File: config.mk
export PLATFORM = sky130hd
export DESIGN_NAME = host_port
export DESIGN_NICKNAME = d
export VERILOG_FILES = /design/src/host_port_pkg.sv /design/src/host_port.sv /design/src/addr_hold.sv
export SDC_FILE = /design/constraint.sdc
export NUM_CORES = 1
export LEC_CHECK = 0
export BUFFER_PORTS_ARGS = -buffer_cell sky130_fd_sc_hd__buf_2
export CAP_MARGIN = 0
export CORE_UTILIZATION = 44
export CTS_CLUSTER_DIAMETER = 40
export CTS_CLUSTER_SIZE = 40
export DETAILED_ROUTE_END_ITERATION = 16
export MAX_ROUTING_LAYER = met4
export PLACE_DENSITY = 0.84
export SLEW_MARGIN = 40
export SYNTH_ARGS = -nofsm -noshare
export SYNTH_HDL_FRONTEND = slang
export SYNTH_HIERARCHICAL = 1
export SYNTH_SLANG_ARGS = --single-unit
export TNS_END_PERCENT = 10
File: constraint.sdc
create_clock -name clk_in -period 1.8 [get_ports clk_in]
set_clock_uncertainty 0.1 [all_clocks]
set_input_delay 0 -clock clk_in [delete_from_list [all_inputs] [get_ports clk_in]]
set_output_delay 0 -clock clk_in [all_outputs]
set_load 0.02 [all_outputs]
File: src/host_port_pkg.sv
package host_port_pkg;

    // Width of one address/data port, of the whole bus and of the control inputs
    localparam int BYTE_W = 8;
    localparam int BUS_W = 16;
    localparam int CTRL_W = 3;

    // Index of the address bit that picks the byte lane
    localparam int LANE_ADDR_BIT = 0;

    // Values after reset
    localparam logic [15:0] ADDR_RST = 16'h0000;
    localparam logic [15:0] DATA_RST = 16'h0000;
    localparam logic [2:0] CTRL_RST = 3'h7;
    localparam logic STROBE_RST = 1'b0;

    // Length of the abort pulse to the flash controller, in cycles
    localparam int ABORT_PULSE_CYC = 1;

    // Meaning of the first and second control inputs
    typedef enum logic [1:0] {
        HOST_WR_RD,
        HOST_RW_E,
        HOST_RW_DS,
        HOST_SPLIT
    } host_mode_t;

    // Meaning of the third control input
    typedef enum logic [2:0] {
        THIRD_CODE_FETCH,
        THIRD_HIGH_ENABLE,
        THIRD_HIGH_STROBE,
        THIRD_SIZE_ENABLE,
        THIRD_LOW_STROBE
    } third_mode_t;

    localparam host_mode_t HOST_MODE_RST = HOST_WR_RD;
    localparam third_mode_t THIRD_MODE_RST = THIRD_HIGH_ENABLE;

endpackage

File: src/host_port.sv
`timescale 1ns/100ps
// How it works
// - Capture address on configured latch strobe
// - Drive ports only on read with block selected
// - Forward port addresses to logic arrays
// - First control as active-low write strobe
// - First control as read/write direction flag
// - First control as low-byte write strobe
// - First and second controls into logic arrays
// - Second control: read, enable clock, data strobe
// - Split mode: second control strobes low byte
// - Third control marks code-fetch cycles
// - Third control: high enable or high strobe
// - Third control: size enable or low strobe
// - Third control always into logic arrays
// - Reset low initialises ports, cells, registers
// - Reset aborts flash program or erase
// - Pin functions fixed by stored configuration
// - Address strobe captures on rising edge
// - Chip select gates memory access
// - Optional high-byte write strobe input
module host_port
    import host_port_pkg::*;
#(
    parameter int DATA_W = BUS_W
)
(
    input wire logic clk_in,                              // 20 MHz system clock
    input wire logic sys_rst_in,                          // Synchronous reset, high
    input wire logic reset_n_in,                          // Device reset pin, low
    input wire host_mode_t cfg_host_mode_in,              // Stored: controls one/two
    input wire third_mode_t cfg_third_mode_in,            // Stored: control three
    input wire logic cfg_bus16_in,                        // Stored: 16-bit data bus
    input wire logic cfg_edge_latch_in,                   // Stored: strobe on edge
    input wire logic cfg_cs_used_in,                      // Stored: chip select in use
    input wire logic cfg_high_write_used_in,              // Stored: high write pin in use
    input wire logic [BYTE_W-1:0] lower_addr_data_port_in,  // Lower port level
    output logic [BYTE_W-1:0] lower_addr_data_port_out,     // Lower port drive
    output logic lower_addr_data_port_oe_n_out,             // Low while driving
    input wire logic [BYTE_W-1:0] upper_addr_data_port_in,  // Upper port level
    output logic [BYTE_W-1:0] upper_addr_data_port_out,     // Upper port drive
    output logic upper_addr_data_port_oe_n_out,             // Low while driving
    input wire logic control_input_first_in,              // First control pin
    input wire logic control_input_second_in,             // Second control pin
    input wire logic control_input_third_in,              // Third control pin
    input wire logic address_strobe_in,                   // Address latch strobe
    input wire logic chip_select_n_in,                    // Chip select, low
    input wire logic high_byte_write_n_in,                // High-byte write, low
    input wire logic block_selected_in,                   // Any internal block decoded
    input wire logic [DATA_W-1:0] read_data_in,           // Data from selected block
    output logic [DATA_W-1:0] latched_addr_out,           // Held address
    output logic [DATA_W-1:0] pla_addr_out,               // Port address to arrays
    output logic [CTRL_W-1:0] pla_ctrl_out,               // Controls to arrays
    output logic [DATA_W-1:0] write_data_out,             // Captured write data
    output logic write_low_out,                           // Low byte write
    output logic write_high_out,                          // High byte write
    output logic read_out,                                // Read cycle active
    output logic code_fetch_out,                          // Instruction fetch cycle
    output logic memory_enable_out,                       // Memories enabled
    output logic device_init_out,                         // Ports, cells, regs held
    output logic flash_abort_out                          // Abort flash operation
);

    typedef struct packed {
        host_mode_t host_mode_ff;
        third_mode_t third_mode_ff;
        logic bus16_ff;
        logic edge_latch_ff;
        logic cs_used_ff;
        logic high_write_used_ff;
        logic pin_reset_ff;
        logic [BYTE_W-1:0] lower_out_ff;
        logic [BYTE_W-1:0] upper_out_ff;
        logic lower_oe_n_ff;
        logic upper_oe_n_ff;
        logic [DATA_W-1:0] pla_addr_ff;
        logic [CTRL_W-1:0] pla_ctrl_ff;
        logic [DATA_W-1:0] write_data_ff;
        logic write_low_ff;
        logic write_high_ff;
        logic read_ff;
        logic code_fetch_ff;
        logic mem_enable_ff;
        logic init_ff;
        logic abort_ff;
    } port_state_t;

    port_state_t state_ff;
    port_state_t nxt_state;

    logic [DATA_W-1:0] port_addr;
    logic [DATA_W-1:0] held_addr;
    logic in_reset;

    // Byte-lane enables from the third control and the lane address bit
    function automatic logic [1:0] lane_enables(
        input logic bus16,
        input third_mode_t mode,
        input logic third,
        input logic lane_bit
    );
        logic [1:0] lanes;
        lanes = 2'b01;
        if (bus16)
        begin
            unique case (mode)
                THIRD_HIGH_ENABLE:
                begin
                    lanes = {!third, !lane_bit};
                end
                THIRD_HIGH_STROBE:
                begin
                    lanes = {!third, 1'b1};
                end
                THIRD_SIZE_ENABLE:
                begin
                    lanes = {lane_bit || !third, !lane_bit || !third};
                end
                THIRD_LOW_STROBE:
                begin
                    lanes = {!lane_bit, !third};
                end
                THIRD_CODE_FETCH:
                begin
                    lanes = 2'b11;
                end
                default:
                begin
                    lanes = 2'b00;
                end
            endcase
        end
        return lanes;
    endfunction

    assign port_addr = {upper_addr_data_port_in, lower_addr_data_port_in};

    addr_hold #(
        .WIDTH(DATA_W)
    ) u_addr_hold (
        .clk_in(clk_in),
        .sys_rst_in(in_reset),
        .strobe_in(address_strobe_in),
        .edge_mode_in(state_ff.edge_latch_ff),
        .addr_in(port_addr),
        .addr_out(held_addr)
    );

    assign in_reset = sys_rst_in || !reset_n_in;

    always_comb
    begin
        logic first;
        logic second;
        logic third;
        logic rd_cyc;
        logic wr_low_cyc;
        logic wr_high_cyc;
        logic cs_ok;
        logic drive;
        logic [1:0] lanes;
        first = control_input_first_in;
        second = control_input_second_in;
        third = control_input_third_in;
        rd_cyc = 1'b0;
        wr_low_cyc = 1'b0;
        wr_high_cyc = 1'b0;
        cs_ok = 1'b0;
        drive = 1'b0;
        nxt_state = state_ff;

        lanes = lane_enables(state_ff.bus16_ff, state_ff.third_mode_ff, third,
                             held_addr[LANE_ADDR_BIT]);

        unique case (state_ff.host_mode_ff)
            HOST_WR_RD:
            begin
                wr_low_cyc = !first;
                rd_cyc = !second;
            end
            HOST_RW_E:
            begin
                rd_cyc = first && second;
                wr_low_cyc = !first && second;
            end
            HOST_RW_DS:
            begin
                rd_cyc = first && !second;
                wr_low_cyc = !first && !second;
            end
            HOST_SPLIT:
            begin
                wr_low_cyc = !first;
                rd_cyc = !second;
                lanes[0] = !first || !second;
                if (state_ff.third_mode_ff != THIRD_HIGH_STROBE)
                begin
                    lanes[1] = 1'b0;
                end
            end
        endcase

        if (state_ff.host_mode_ff == HOST_SPLIT)
        begin
            // Each byte has its own write strobe here
            wr_high_cyc = state_ff.bus16_ff && state_ff.high_write_used_ff
                          && !high_byte_write_n_in;
            if (wr_high_cyc)
            begin
                lanes[1] = 1'b1;
            end
        end
        else
        begin
            wr_high_cyc = wr_low_cyc;
        end

        // Memories shut while chip select is high
        cs_ok = !state_ff.cs_used_ff || !chip_select_n_in;

        // No write strobe without its own lane; reads ignore the lanes
        nxt_state.write_low_ff = wr_low_cyc && lanes[0] && cs_ok;
        nxt_state.write_high_ff = wr_high_cyc && lanes[1] && cs_ok
                                  && state_ff.bus16_ff;
        nxt_state.read_ff = rd_cyc && cs_ok;
        nxt_state.code_fetch_ff = (state_ff.third_mode_ff == THIRD_CODE_FETCH)
                                  && !third;
        nxt_state.mem_enable_ff = cs_ok;

        // Drive only on a read that hits an internal block
        drive = rd_cyc && cs_ok && block_selected_in;
        nxt_state.lower_oe_n_ff = !(drive && lanes[0]);
        nxt_state.upper_oe_n_ff = !(drive && lanes[1] && state_ff.bus16_ff);
        nxt_state.lower_out_ff = read_data_in[BYTE_W-1:0];
        nxt_state.upper_out_ff = read_data_in[DATA_W-1:BYTE_W];

        if (wr_low_cyc && lanes[0])
        begin
            nxt_state.write_data_ff[BYTE_W-1:0] = lower_addr_data_port_in;
        end
        if (wr_high_cyc && lanes[1])
        begin
            nxt_state.write_data_ff[DATA_W-1:BYTE_W] = upper_addr_data_port_in;
        end

        // Raw pins into the logic arrays in every mode
        nxt_state.pla_addr_ff = port_addr;
        nxt_state.pla_ctrl_ff = {third, second, first};

        nxt_state.pin_reset_ff = !reset_n_in;
        nxt_state.init_ff = 1'b0;
        nxt_state.abort_ff = 1'b0;
    end

    always_ff @(posedge clk_in)
    begin
        if (sys_rst_in || !reset_n_in)
        begin
            // Pin functions come from the stored configuration
            state_ff.host_mode_ff <= cfg_host_mode_in;
            state_ff.third_mode_ff <= cfg_third_mode_in;
            state_ff.bus16_ff <= cfg_bus16_in;
            state_ff.edge_latch_ff <= cfg_edge_latch_in;
            state_ff.cs_used_ff <= cfg_cs_used_in;
            state_ff.high_write_used_ff <= cfg_high_write_used_in;
            state_ff.pin_reset_ff <= !reset_n_in;
            state_ff.lower_out_ff <= DATA_RST[BYTE_W-1:0];
            state_ff.upper_out_ff <= DATA_RST[BYTE_W-1:0];
            state_ff.lower_oe_n_ff <= 1'b1;
            state_ff.upper_oe_n_ff <= 1'b1;
            state_ff.pla_addr_ff <= DATA_W'(ADDR_RST);
            state_ff.pla_ctrl_ff <= CTRL_RST;
            state_ff.write_data_ff <= DATA_W'(DATA_RST);
            state_ff.write_low_ff <= STROBE_RST;
            state_ff.write_high_ff <= STROBE_RST;
            state_ff.read_ff <= STROBE_RST;
            state_ff.code_fetch_ff <= STROBE_RST;
            state_ff.mem_enable_ff <= STROBE_RST;
            state_ff.init_ff <= !reset_n_in;
            // One pulse on the pin's falling edge
            state_ff.abort_ff <= !reset_n_in && !state_ff.pin_reset_ff;
        end
        else
        begin
            state_ff <= nxt_state;
        end
    end

    assign lower_addr_data_port_out = state_ff.lower_out_ff;
    assign upper_addr_data_port_out = state_ff.upper_out_ff;
    assign lower_addr_data_port_oe_n_out = state_ff.lower_oe_n_ff;
    assign upper_addr_data_port_oe_n_out = state_ff.upper_oe_n_ff;
    assign latched_addr_out = held_addr;
    assign pla_addr_out = state_ff.pla_addr_ff;
    assign pla_ctrl_out = state_ff.pla_ctrl_ff;
    assign write_data_out = state_ff.write_data_ff;
    assign write_low_out = state_ff.write_low_ff;
    assign write_high_out = state_ff.write_high_ff;
    assign read_out = state_ff.read_ff;
    assign code_fetch_out = state_ff.code_fetch_ff;
    assign memory_enable_out = state_ff.mem_enable_ff;
    assign device_init_out = state_ff.init_ff;
    assign flash_abort_out = state_ff.abort_ff;

endmodule

File: src/addr_hold.sv
`timescale 1ns/100ps
module addr_hold
    import host_port_pkg::*;
#(
    parameter int WIDTH = BUS_W
)
(
    input wire logic clk_in,                    // System clock
    input wire logic sys_rst_in,                // Synchronous reset, high
    input wire logic strobe_in,                 // Latch strobe, high active
    input wire logic edge_mode_in,              // 1: capture on rising edge only
    input wire logic [WIDTH-1:0] addr_in,       // Address from both ports
    output logic [WIDTH-1:0] addr_out           // Held address
);

    typedef struct packed {
        logic strobe_ff;
        logic [WIDTH-1:0] addr_ff;
    } hold_state_t;

    hold_state_t state_ff;
    hold_state_t nxt_state;

    always_comb
    begin
        nxt_state = state_ff;
        nxt_state.strobe_ff = strobe_in;
        if (edge_mode_in)
        begin
            // Address strobe: take it on the rising edge only
            if (strobe_in && !state_ff.strobe_ff)
            begin
                nxt_state.addr_ff = addr_in;
            end
        end
        else if (strobe_in)
        begin
            // Latch enable: follow while high, freeze on the fall
            nxt_state.addr_ff = addr_in;
        end
        // Otherwise the address stays put until the next strobe
    end

    always_ff @(posedge clk_in)
    begin
        if (sys_rst_in)
        begin
            state_ff.strobe_ff <= STROBE_RST;
            state_ff.addr_ff <= WIDTH'(ADDR_RST);
        end
        else
        begin
            state_ff <= nxt_state;
        end
    end

    assign addr_out = state_ff.addr_ff;

endmodule

# == Word-level counts from Yosys, hierarchy flattened ==
# Cells that the tools add are included.
# op_classes
n_addsub,0
n_mul,0
div,0
order_cmp,0
eq_ne,9
n_shift,0
n_mux,12
bitwise,0
reduce_logical,41
# op_table
operator,count
$mux 16,3
$logic_and 1x1->1,19
$logic_not 1->1,12
$pmux 2 s5,1
$eq 3x2->1 const B,2
$pmux 1 s3,2
$logic_or 1x1->1,5
$eq 2x2->1 const B,2
$mux 1,4
$mux 2,2
$eq 3x1->1 const B,1
$eq 3x3->1 const B,1
$logic_not 3->1,1
$ne 3x2->1 const B,1
$eq 2x1->1 const B,1
$logic_not 2->1,1
$ne 2x1->1 const B,1
$reduce_and 2->1,1
$reduce_bool 2->1,1
$reduce_or 2->1,1
# word_totals
regBits,87
latch_bits,0
ram_bits,0
rom_bits,0
inputBits,51
output_inout_bits,76
elab_cells,86
mem_count,0

# == Depth between registers and ports, before layout ==
# Gate-level depths: netlist of the first run.
# depth
depth_word,11
ltp_mapped,8
depth_no_buf,6

# == Cells and area by module ==
# The synthesis of the first run kept the hierarchy.
# modules_own_cells
module,n_inst,cells_per_inst,area_each_um2,seq_area_each_um2
host_port,1,251,2652.5,1491.4
addr_hold,1,88,890.9,340.3

# == Worst setup path after synthesis of the first run ==
# Ideal clock, no wire load.
# synth_timing
kind,register -> register
start,"reg state_ff, in the netlist nxt_state[69]"
end,"reg state_ff, in the netlist write_high_out"
setup_ps,115
arrival_ps,1572
required_ps,1585
path_slack_ps,13
stages_incl_launch_ff,8
path_buffers,2
synth_period_minus_slack_ps,1787
cell_sequence,edfxtp_1 > ha_1 > xor2_1 > o21ba_1 > buf_6 > a41o_1 > buf_6 > and2_1
# synth_via
elab_chain_len,7
elab_cells_between_ends,13
classes_between,3 x eq/ne; 5 x mux; 5 x reduce/logical
# synth_rtl
element,line,text
start: declaration,host_port.sv:88,port_state_t state_ff;
start signal: assignment,host_port.sv:285,state_ff <= nxt_state;
$eq 2x2->1 or $logic_not 2->1 (tied branches),"host_port.sv:175, host_port.sv:203",
$reduce_or 2->1 (no source line) or $mux 2 (tied branches),-,
$pmux 1 s3 or $mux 1 (tied branches),"host_port.sv:175, host_port.sv:208",
$mux 1,host_port.sv:203,if (state_ff.host_mode_ff == HOST_SPLIT)
$logic_and 1x1->1 (*) (2 in a row),host_port.sv:223,nxt_state.write_high_ff = wr_high_cyc && lanes[1] && cs_ok
$logic_and 1x1->1 (*),host_port.sv:224,&& state_ff.bus16_ff;
# Every way passes the cells marked *; elsewhere a longest branch is shown, timed or not.
# A chain may end at the register's enable or synchronous reset.

# == Worst setup path in the final report of the first run ==
# layout_timing
start,"reg state_ff, in the netlist nxt_state[66]"
end,"reg state_ff, in the netlist write_data_out[9]"
# layout_via
elab_chain_len,8
elab_cells_between_ends,13
classes_between,5 x eq/ne; 6 x mux; 2 x reduce/logical
# layout_rtl
element,line,text
$eq 3x3->1 (tied with other cells),host_port.sv:106,unique case (mode)
$pmux 2 s5,host_port.sv:106,
$mux 2,host_port.sv:104,if (bus16)
$mux 1,host_port.sv:196,if (state_ff.third_mode_ff != THIRD_HIGH_STROBE)
$mux 2 (*),host_port.sv:175,unique case (state_ff.host_mode_ff)
$mux 1,host_port.sv:208,if (wr_high_cyc)
$mux 1 (*),host_port.sv:203,
$logic_and 1x1->1 (*),host_port.sv:241,if (wr_high_cyc && lanes[1])
# Marked as above.

==> summary.md, run 1 <==
| Metric | Value |
|---|---|
| Status | complete, no violations |
| Placement Rows | 32 |
| Endpoints failing hold | 0 |
| Clock tree root driver cell | clkbuf_8 |
| Startpoint Class | register |
| Leak | 0.002265 uW |
| CP required | 1980 ps |
| Max stage delay on crit path | 440 ps |
| Met2 Usage GRT | 0.3847 |
| Vias | between 2000 and 3000 |
| RSZ-0062 raised after global routing | yes |
| WL/cell | 14.39 um |
| CP cell instances | or2_2, buf_4, nand2_1, a41o_4, mux2i_1 |
| Async SR Flop Fraction | 0 |
| Worst skew pair latency | ~350 ps |
| Top cells by area, synth | dfxtp_1, buf_4, edfxtp_1, mux2i_1, nand2b_1 |
| FF+latch area | 1832 um2 |
| Die Ht | 91.74 um |
| Vias/cell | about 4.7 |
| Post-synth top flop | dfxtp_1 |
| Initial DRT Pass Iterations | 4 |
| Antenna-violating nets left | 0 |
| Int Pwr | 3159 uW |
| DRC | 0 |
| Synth area leader | dfxtp_1 |
| Antenna violations before repair | 0 |
| Core area | just under 8000 um2 |
| Fillers | 644 |
| Clock transition at the registers of the reported paths | 90 ps |
| CP arrival | slightly below 2000 ps |
| # setup viols final | 0 |
| Die width | 91.74 um |
| Synth cell types | 36 |
| Post-DP Area | 3820 um2 |
| GRT Overall Usage | 0.2053 |
| GR Layer Usage met3 | 0.05058 |
| Max Slew Vio Count | 0 |
| Largest net degree at the start of global routing | roughly 50 |
| Setup Crit Path Kind | register to register |
| Total wire length | 8301 um |
| Min cycle time layout | around 1800 ps |
| GR Layer Usage met1 | 0.1970 |
| Post-synth EDFFs | 9 |
| Vias in the first global route | 2756 |
| CP endpoint kind | register |
| Num CTS Buffers | 9 |
| Global-route wire length before repair | 12750 um |
| Die ar. | 8416 um2 |
| Synth Cell Area | 3543 um2 |
| Fmax achieved | 569.7 MHz |
| Comb pwr share | 0.146 |
| Seq pwr share | 0.495 |
| Initial Util | 0.4562 |
| Worst slew pin tran | 441.2 ps |
| Post-Syn Area per Cell | 10.45 um2 |
| Routability cong. | 0.7639 |
| Net Sw Frac | 0.2471 |
| Layout area overhead | 33.40% |
| Top-count cell post-synth | dfxtp_1 |
| Starting DRT DRC Count | 39 |
| Clk sink count | 87 |
| Clk pwr share | 0.359 |
| Hold WC Path Type | primary input to register |
| Non-Filler Cell Area, Final | between 4000 and 5000 um2 |
| Worst-path maximum fanout | 5 |
| Period utilisation layout | 0.9751 |
| GRT busiest layer | met2 |
| Sequential share of the synthesized area | 0.5169 |
| Hpwl dp | around 5000 um |
| Switching Power | 1036 uW |
| Setup Fix Bufs, Post-CTS | 0 |
| Commonest cells post-synth | dfxtp_1, buf_4, nand2b_1 |
| Peak supply drop | 0.0004261 V |
| Nets@finish | 523 |
| Slew headroom | 0.7059 |
| TritonCTS clock tree | done |
| Clk buf depth | 2 |
| Max_cap viols | 0 |
| Antenna Cells | 0 |
| Multi-input logic area | 1179 um2 |
| Seq cells post-synth | 87 |
| Syn Nets | 392 |
| CP max stage cell | edfxtp_1 |
| Power density over cell area | 887.5 nW/um2 |
| H-Tree Depth | 3 |
| Share of cells above drive strength 1 | 0.3621 |
| Port bufs | 126 |
| Gr ovfl total | 0 |
| Dpl cells | about 500 |
| Non-Filler Instances | slightly below 600 |
| Synth top area share | 0.4407 |
| Syn. warnings | 6 |
| Mapped Cells | between 300 and 400 |
| Ports | 127 |
[stage by stage]
| step | TNS, ps | setup slack [ps] | hold slack [ps] | total power, uW | util |
|---|---|---|---|---|---|
| 2_1_floorplan | 0 | 13.40 | -43.48 | 2466 | - |
| 3_3_place_gp | -565.7 | -68.18 | 77.76 | 2572 | 0.4918 |
| 3_5_place_dp | -1389 | -191.7 | 78.13 | 2591 | 0.4918 |
| 4_1_cts | 0 | 24.65 | 170.4 | 4187 | 0.6018 |
| 5_1_grt | -90.62 | -24.65 | 246.0 | 4361 | 0.6086 |
| 6_report | 0 | 44.78 | 215.7 | 4195 | 0.6086 |
[cell usage in the layout, fill, tap and decap left out, types with 2 or more instances in the layout]
cell type / count
mux2i_1: 24
nand2_1: 19
dlygate4sd3_1: 59
a21oi_1: 8
clkinv_2: 3
clkbuf_8: 10
o21ai_0: 9
inv_1: 12
and2_1: 26
nand2b_1: 36
mux2_2: 2
nor3_1: 2
nor2b_4: 2
bufinv_16: 2
nand3_1: 11
buf_2: 126
dfxtp_1: 78
buf_4: 13
edfxtp_1: 9
a41o_4: 2
[repair_timing]
item | in CTS | in global routing
endpoints found under the setup margin | 17 | 16
cloned | 1 | 0
resized for setup | 7 | 7
pin swaps | 1 | 0
hold buffers | 59 | 0
endpoints found under the hold margin | 86 | 0
[registers in the layout, indices dropped and copies added, names as in the netlist]
register                       cells
u_addr_hold/state_ff               1
upper_addr_data_port_out           8
state_ff                           1
lower_addr_data_port_oe_n_out      1
upper_addr_data_port_oe_n_out      1
memory_enable_out                  1
pla_addr_out                      16
write_high_out                     1
device_init_out                    1
u_addr_hold/addr_out              16
code_fetch_out                     1
pla_ctrl_out                       3
read_out                           1
nxt_state                          9
write_low_out                      1
write_data_out                    16
lower_addr_data_port_out           8
flash_abort_out                    1
[worst max-delay path: cells and delay by family, from the launching register on]
family	cells	cell delay (ps)
AND/OR/NAND/NOR	2	490
AO/OA/AOI/OAI	1	290
multiplexers	1	200
buffers and inverters	1	150
flip-flops	1	440
[cell families (layout without fill, tap and decap cells)]
logic type,Yosys count,after routing,share of synthesized area
AO/OA/AOI/OAI,29,30,0.05614
adder cells (fa/ha/maj),2,2,0.007061
AND/OR/NAND/NOR,102,102,0.1638
XOR/XNOR,1,1,0.002472
multiplexers,26,26,0.07415
buffers and inverters,92,227,0.1794
flip-flops,87,87,0.5170
[area by class of cell]
class / instances / area share
Sequential cell: 87 / 0.3875
Timing Repair Buffer: 198 / 0.2790
Multi-Input combinational cell: 161 / 0.2493
Clock buffer: 10 / 0.02912
Tap cell: 102 / 0.02700
Clock inverter: 6 / 0.01773
Inverter: 13 / 0.01032
[power by group through the flow]
stage	Clock [uW]	Sequential, uW	Combinational [uW]
5_1_grt	1620	2080	659
4_1_cts	1530	2070	586
3_5_place_dp	0	2120	471
6_report	1510	2080	614
2_1_floorplan	0	2120	343
3_3_place_gp	0	2110	457
[final timing paths]
kind / startpoint / endpoint / depth (start not counted) / slack, ps
min reg2reg: state_ff[60] / flash_abort_out / 1 / 280
max reg2reg: nxt_state[66] / write_data_out[9] / 5 / 40
min: high_byte_write_n_in / upper_addr_data_port_oe_n_out / 4 / 220
max: nxt_state[66] / write_data_out[9] / 5 / 40
[per-layer routing]
layer  share of wire  up-vias  wire length, um
met5               0        -                0
met4           0.027        0              228
met3           0.049       24              404
met2            0.54      105             4523
met1            0.38     1267             3144
li1                -     1293                -
(Power assumes the default switching activity.)
==> run 2: changes to the inputs <==
CORE_UTILIZATION = 45   (was 44)
PLACE_DENSITY = 0.85   (was 0.84)
SYNTH_HIERARCHICAL = not set   (was 1)
==> run 2 against run 1 <==
Net effect: count of clock-buffer cells in the layout grew 2; worst hold slack worse by 120 ps; critical path depth up 1; via count is 10% higher; the run now ends with setup timing left; highest routed layer unchanged; critical path type unchanged.
==> summary.md, run 2 <==
| Metric | Value |
|---|---|
| Worst Setup SP | nxt_state[69] |
| Seq pwr share | 0.517 |
| CP cell instances | ha_2, inv_1, buf_4, a21bo_2, a22oi_1, nand3_1 |
| Synth Cell Area | 3567 um2 |
| Status | complete, but fails checks |
| Largest net degree at the start of global routing | 34 |
| R2r startpoint | nxt_state[69] |
| Syn. warnings | 0 |
| Async SR Flop Fraction | 0 |
| Antenna violations before repair | 0 |
| Net Sw Frac | 0.2626 |
| Post-Syn Area per Cell | 9.773 um2 |
| Core area | 7687 um2 |
| Min cycle time layout | 1842 ps |
| Switching Power | 1057 uW |
| H-Tree Depth | 3 |
| Num CTS Buffers | 9 |
| Vias | 2969 |
| Initial Util | 0.4640 |
| Comb pwr share | 0.161 |
| Placement Rows | 32 |
| Die ar. | 8287 um2 |
| Setup Crit Path Kind | register to register |
| Antenna-violating nets left | 0 |
| Nets@finish | 540 |
| Hold WC Path Type | primary input to register |
| Worst R2R End | write_data_out[15] |
| Max_cap viols | 0 |
| Worst slew pin tran | 674.6 ps |
| # setup viols final | 11 |
| Post-synth EDFFs | 9 |
| WL/cell | about 15 um |
| Worst skew pair latency | 350 ps |
| Ports | between 100 and 150 |
| Startpoint Class | register |
| CP endpoint kind | register |
| Hold path depth | 3 |
| Clk buf depth | 2 |
| Commonest non-fill, non-tap cell in the layout | buf_2 |
| DRC | 0 |
| Period utilisation layout | 1.023 |
| Gr ovfl total | 0 |
| Vias/cell | 4.998 |
| Endpoints failing hold | 0 |
| TritonCTS clock tree | done |
| Mapped Cells | between 300 and 400 |
| Layout area overhead | 29.39% |
| GRT Overall Usage | 0.2266 |
| Slew headroom | 0.5496 |
| Vias in the first global route | slightly above 3000 |
| Share of cells above drive strength 1 | 0.3496 |
| Final setup margin | -41.92 ps |
| Sequential share of the synthesized area | 0.5135 |
| Routability cong. | 0.8586 |
| Synth top area share | 0.4377 |
| Reg2reg setup slack | -40 ps |
| Max Slew Vio Count | 0 |
| Leak | between 0.002 and 0.0025 uW |
| Clock transition at the registers of the reported paths | approximately 80 ps |
| Worst reg-to-reg path cell count | 6 |
| Critical path destination | write_data_out[15] |
| Clock tree root driver cell | clkbuf_8 |
| Die width | 91.04 um |
| Antenna Cells | 0 |
| Global-route wire length before repair | 14230 um |
| Clk sink count | between 80 and 90 |
| CP max stage cell | edfxtp_1 |
| Synth area leader | dfxtp_1 |
| RSZ-0062 raised after global routing | yes |
| Die Ht | 91.04 um |
| Worst-path maximum fanout | 8 |
| Hpwl dp | roughly 6000 um |
| Top cells by area, synth | dfxtp_1, buf_4, edfxtp_1, and2_1, nand2_1 |
| Max stage delay on crit path | 460 ps |
| Fmax achieved | around 540 MHz |
| Initial DRT Pass Iterations | 5 |
| CP arrival | about 2000 ps |
| Power, Total | 4026 uW |
| CP required | slightly below 2000 ps |
| Most frequent cells in the layout | buf_2, dfxtp_1, dlygate4sd3_1, nand2_1, and2_1 |
| Clk pwr share | 0.322 |
| Power density over cell area | 872.1 nW/um2 |
| Synth cell types | 45 |
| Worst hold slack | 100.4 ps |
| Starting DRT DRC Count | 168 |
| Syn Nets | 418 |
| Commonest cells post-synth | dfxtp_1, buf_4, nand2_1 |
| Total wire length | between 8000 and 9000 um |
| Top-count cell post-synth | dfxtp_1 |
| Int Pwr | 2968 uW |
| Seq cells post-synth | 87 |
| Failing checks | setup timing |
| Post-synth top flop | dfxtp_1 |
| Port bufs | roughly 130 |
| Peak supply drop | 0.0004443 V |
run 2: per-stage QoR:
stage | TNS, ps | cell area (um2) | utilization | cells | worst slack (ps)
2_1_floorplan | 0 | 3567 | - | 365 | 9.000
3_3_place_gp | -473.9 | 3866 | 0.5029 | 525 | -59.57
3_5_place_dp | -892.0 | 3866 | 0.5029 | 525 | -102.9
4_1_cts | -116.1 | 4594 | 0.5977 | 594 | -36.02
5_1_grt | -1282 | 4616 | 0.6004 | 594 | -97.50
6_report | -244.0 | 4616 | 0.6004 | 594 | -41.92
run 2: how the worst min path moves through the flow:
stage	slack, ps	startpoint	end
after floorplan	-40	reset_n_in	device_init_out
after global placement	80	cfg_cs_used_in	nxt_state[62]
after detailed placement	80	cfg_host_mode_in[0]	nxt_state[68]
after CTS	80	reset_n_in	pla_addr_out[13]
after global routing	100	reset_n_in	pla_addr_out[13]
final	100	reset_n_in	pla_addr_out[8]
run 2: worst max-delay path: cells and delay by family, from the launching register on:
family,cells,cell delay [ps]
fa+ha+maj,1,390
simple gates,1,100
compound gates,2,460
buf+inv,2,210
flops,1,460
run 2: timing repair:
| item | CTS | global route |
|---|---|---|
| buffers inserted | 0 | 0 |
| pin swaps | 0 | 6 |
| gates resized for setup | 4 | 9 |
| setup endpoints to repair | 18 | 19 |
| hold buffers | 53 | 0 |
| endpoints found under the hold margin | 85 | 0 |
run 2: logic make-up after synthesis:
group,after synthesis,share of synthesized area
flip-flops,87,0.5135
AO/OA/AOI/OAI,64,0.1266
AND/OR/NAND/NOR,119,0.1754
multiplexers,2,0.006313
adder cells (fa/ha/maj),2,0.007014
buffers and inverters,90,0.1687
XOR/XNOR,1,0.002456
run 2: cell type report:
type	count	area (um2)
clock buffers	12	135.1
well taps	102	127.6
repair buffers	193	1270
clock inverters	4	46.29
multi-input cells	188	1175
flip-flops and latches	87	1832
fillers	670	3072
inverters	8	30.03
run 2: metal layers:
layer	track usage	routed length [um]	vias to the layer above
li1	-	-	1408
met1	0.2449	3601	1415
met2	0.3958	4623	124
met3	0.05611	503	22
met4	0.09524	163	0
met5	-	0	-
run 2: power by group through the flow:
stage	logic [uW]	clock network, uW	registers (uW)
finish	648	1300	2080
global placement	518	0	2120
CTS	627	1320	2080
floorplan	375	0	2120
detailed placement	531	0	2120
global route	696	1430	2090
==> run 3: changes to the inputs <==
SKIP_CTS_REPAIR_TIMING = 1   (was not set)
TNS_END_PERCENT = 1   (was 10)
==> run 3 against run 2 <==
Net effect: the flow still finishes with violations (setup timing); die area unchanged; count of clock-buffer cells in the layout unchanged; fmax decreased by 1.8%; total power decreased by 0.38%; wire length decreased by 1.8%; final area decreased by 1.1%; highest routed layer unchanged.
==> summary.md, run 3 (synthesis results as in run 2) <==
| Metric | Value |
|---|---|
| Power density over cell area | 878.6 nW/um2 |
| Core area | ~7700 um2 |
| Starting DRT DRC Count | 168 |
| RSZ-0062 raised after global routing | yes |
| Placement Rows | 32 |
| GRT Overall Usage | 0.2051 |
| Initial DRT Pass Iterations | 4 |
| Period utilisation layout | 1.042 |
| Power, Total | 4010 uW |
| Setup Crit Path Kind | register to register |
| Max Slew Vio Count | 0 |
| Global-route wire length before repair | 12870 um |
| Gr ovfl total | 0 |
| Dpl cells | about 530 |
| Met2 Usage GRT | 0.3422 |
| Non-Filler Cell Area, Final | 4564 um2 |
| Peak supply drop | 0.0004430 V |
| Port bufs | 126 |
| Hold_sp | control_input_third_in |
| Antenna violations before repair | 0 |
| Clock tree root driver cell | clkbuf_8 |
| Commonest non-fill, non-tap cell in the layout | buf_2 |
| Worst skew pair latency | 350 ps |
| Non-Filler Instances | 591 |
| Die width | 91.04 um |
| Share of cells above drive strength 1 | 0.3497 |
| Total wire length | 8732 um |
| Leak | approximately 0.0021 uW |
| Vias/cell | roughly 5.0 |
| GR Layer Usage met1 | 0.2354 |
| Worst reg-to-reg path cell count | 6 |
| Endpoints failing hold | 0 |
| Post-Place Worst Slack | -102.9 ps |
| Layout area overhead | 27.96% |
| H-Tree Depth | 3 |
| WL/cell | 14.77 um |
| GR Layer Usage met3 | 0.05109 |
| Slew headroom | 0.5642 |
| Worst Setup SP | nxt_state[69] |
| FF+latch area | 1832 um2 |
| Clock transition at the registers of the reported paths | 80 ps |
| Fillers | between 600 and 700 |
| CP arrival | 2060 ps |
| Nets@finish | 537 |
| Multi-input logic area | 1157 um2 |
| CP required | 1980 ps |
| Clk sink count | between 80 and 90 |
| Antenna Cells | 0 |
| DRC | 0 |
| Final setup margin | -76.04 ps |
| Startpoint Class | register |
| Max_cap viols | 0 |
| Ports | about 130 |
| Initial Util | 0.4640 |
| GRT busiest layer | met2 |
| Failing checks | setup timing |
| Worst-path maximum fanout | 8 |
| TritonCTS clock tree | done |
| Status | complete, but fails checks |
| Post-DP Area | 3866 um2 |
| Fmax achieved | 533.0 MHz |
| Most frequent cells in the layout | buf_2, dfxtp_1, dlygate4sd3_1, nand2_1, and2_1 |
| CP endpoint kind | register |
| Antenna-violating nets left | 0 |
| Min cycle time layout | around 1900 ps |
| Hold path depth | 4 |
| Die Ht | 91.04 um |
| Largest net degree at the start of global routing | 34 |
| Hpwl dp | a little under 6000 um |
| Clk buf depth | 2 |
| Routability cong. | 0.8586 |
| Num CTS Buffers | 9 |
| Hold WC Path Type | primary input to register |
| Vias | 2945 |
| Worst slew pin tran | 652.8 ps |
| Die ar. | 8287 um2 |
| Vias in the first global route | 2688 |
| R2r startpoint | nxt_state[69] |
| # setup viols final | 9 |
==> run 3: final timing paths <==
kind | to | slack (ps)
hold / removal | write_high_out | 70
hold reg to reg | flash_abort_out | 290
setup reg to reg | write_data_out[8] | -80
setup / recovery | write_data_out[8] | -80
==> run 3: layout make-up <==
cell class	instances	area share
Clock buffer	12	0.02961
Clock inverter	4	0.01014
Inverter	8	0.006579
Multi-Input combinational cell	188	0.2536
Sequential cell	87	0.4013
Tap cell	102	0.02796
Timing Repair Buffer	190	0.2708
==> run 3: routing by layer <==
metal  part of all wire  wire, um
met5                  0         0
met4              0.017       150
met3              0.065       567
met2               0.52      4524
met1               0.40      3489
==> run 3: worst max-delay path: stages (launching register included) <==
cell      delay, ps
edfxtp_1        420
ha_2            270
mux2_2          320
o31ai_4         330
buf_4           210
o211ai_1         90
nand3_1          70
==> run 3: power breakdown <==
part           internal, uW  switching, uW
Sequential             2040           36.9
Combinational           277            356
Clock                   641            660
==> run 3: through the flow <==
stage               utilization  hold slack [ps]  setup TNS, ps
finish                   0.5938            69.39         -394.9
global route             0.5938            61.17          -1228
CTS                      0.5265           -292.2          -1266
detailed placement       0.5029            81.19         -892.0
global placement         0.5029            79.54         -473.9
floorplan                     -           -43.48              0
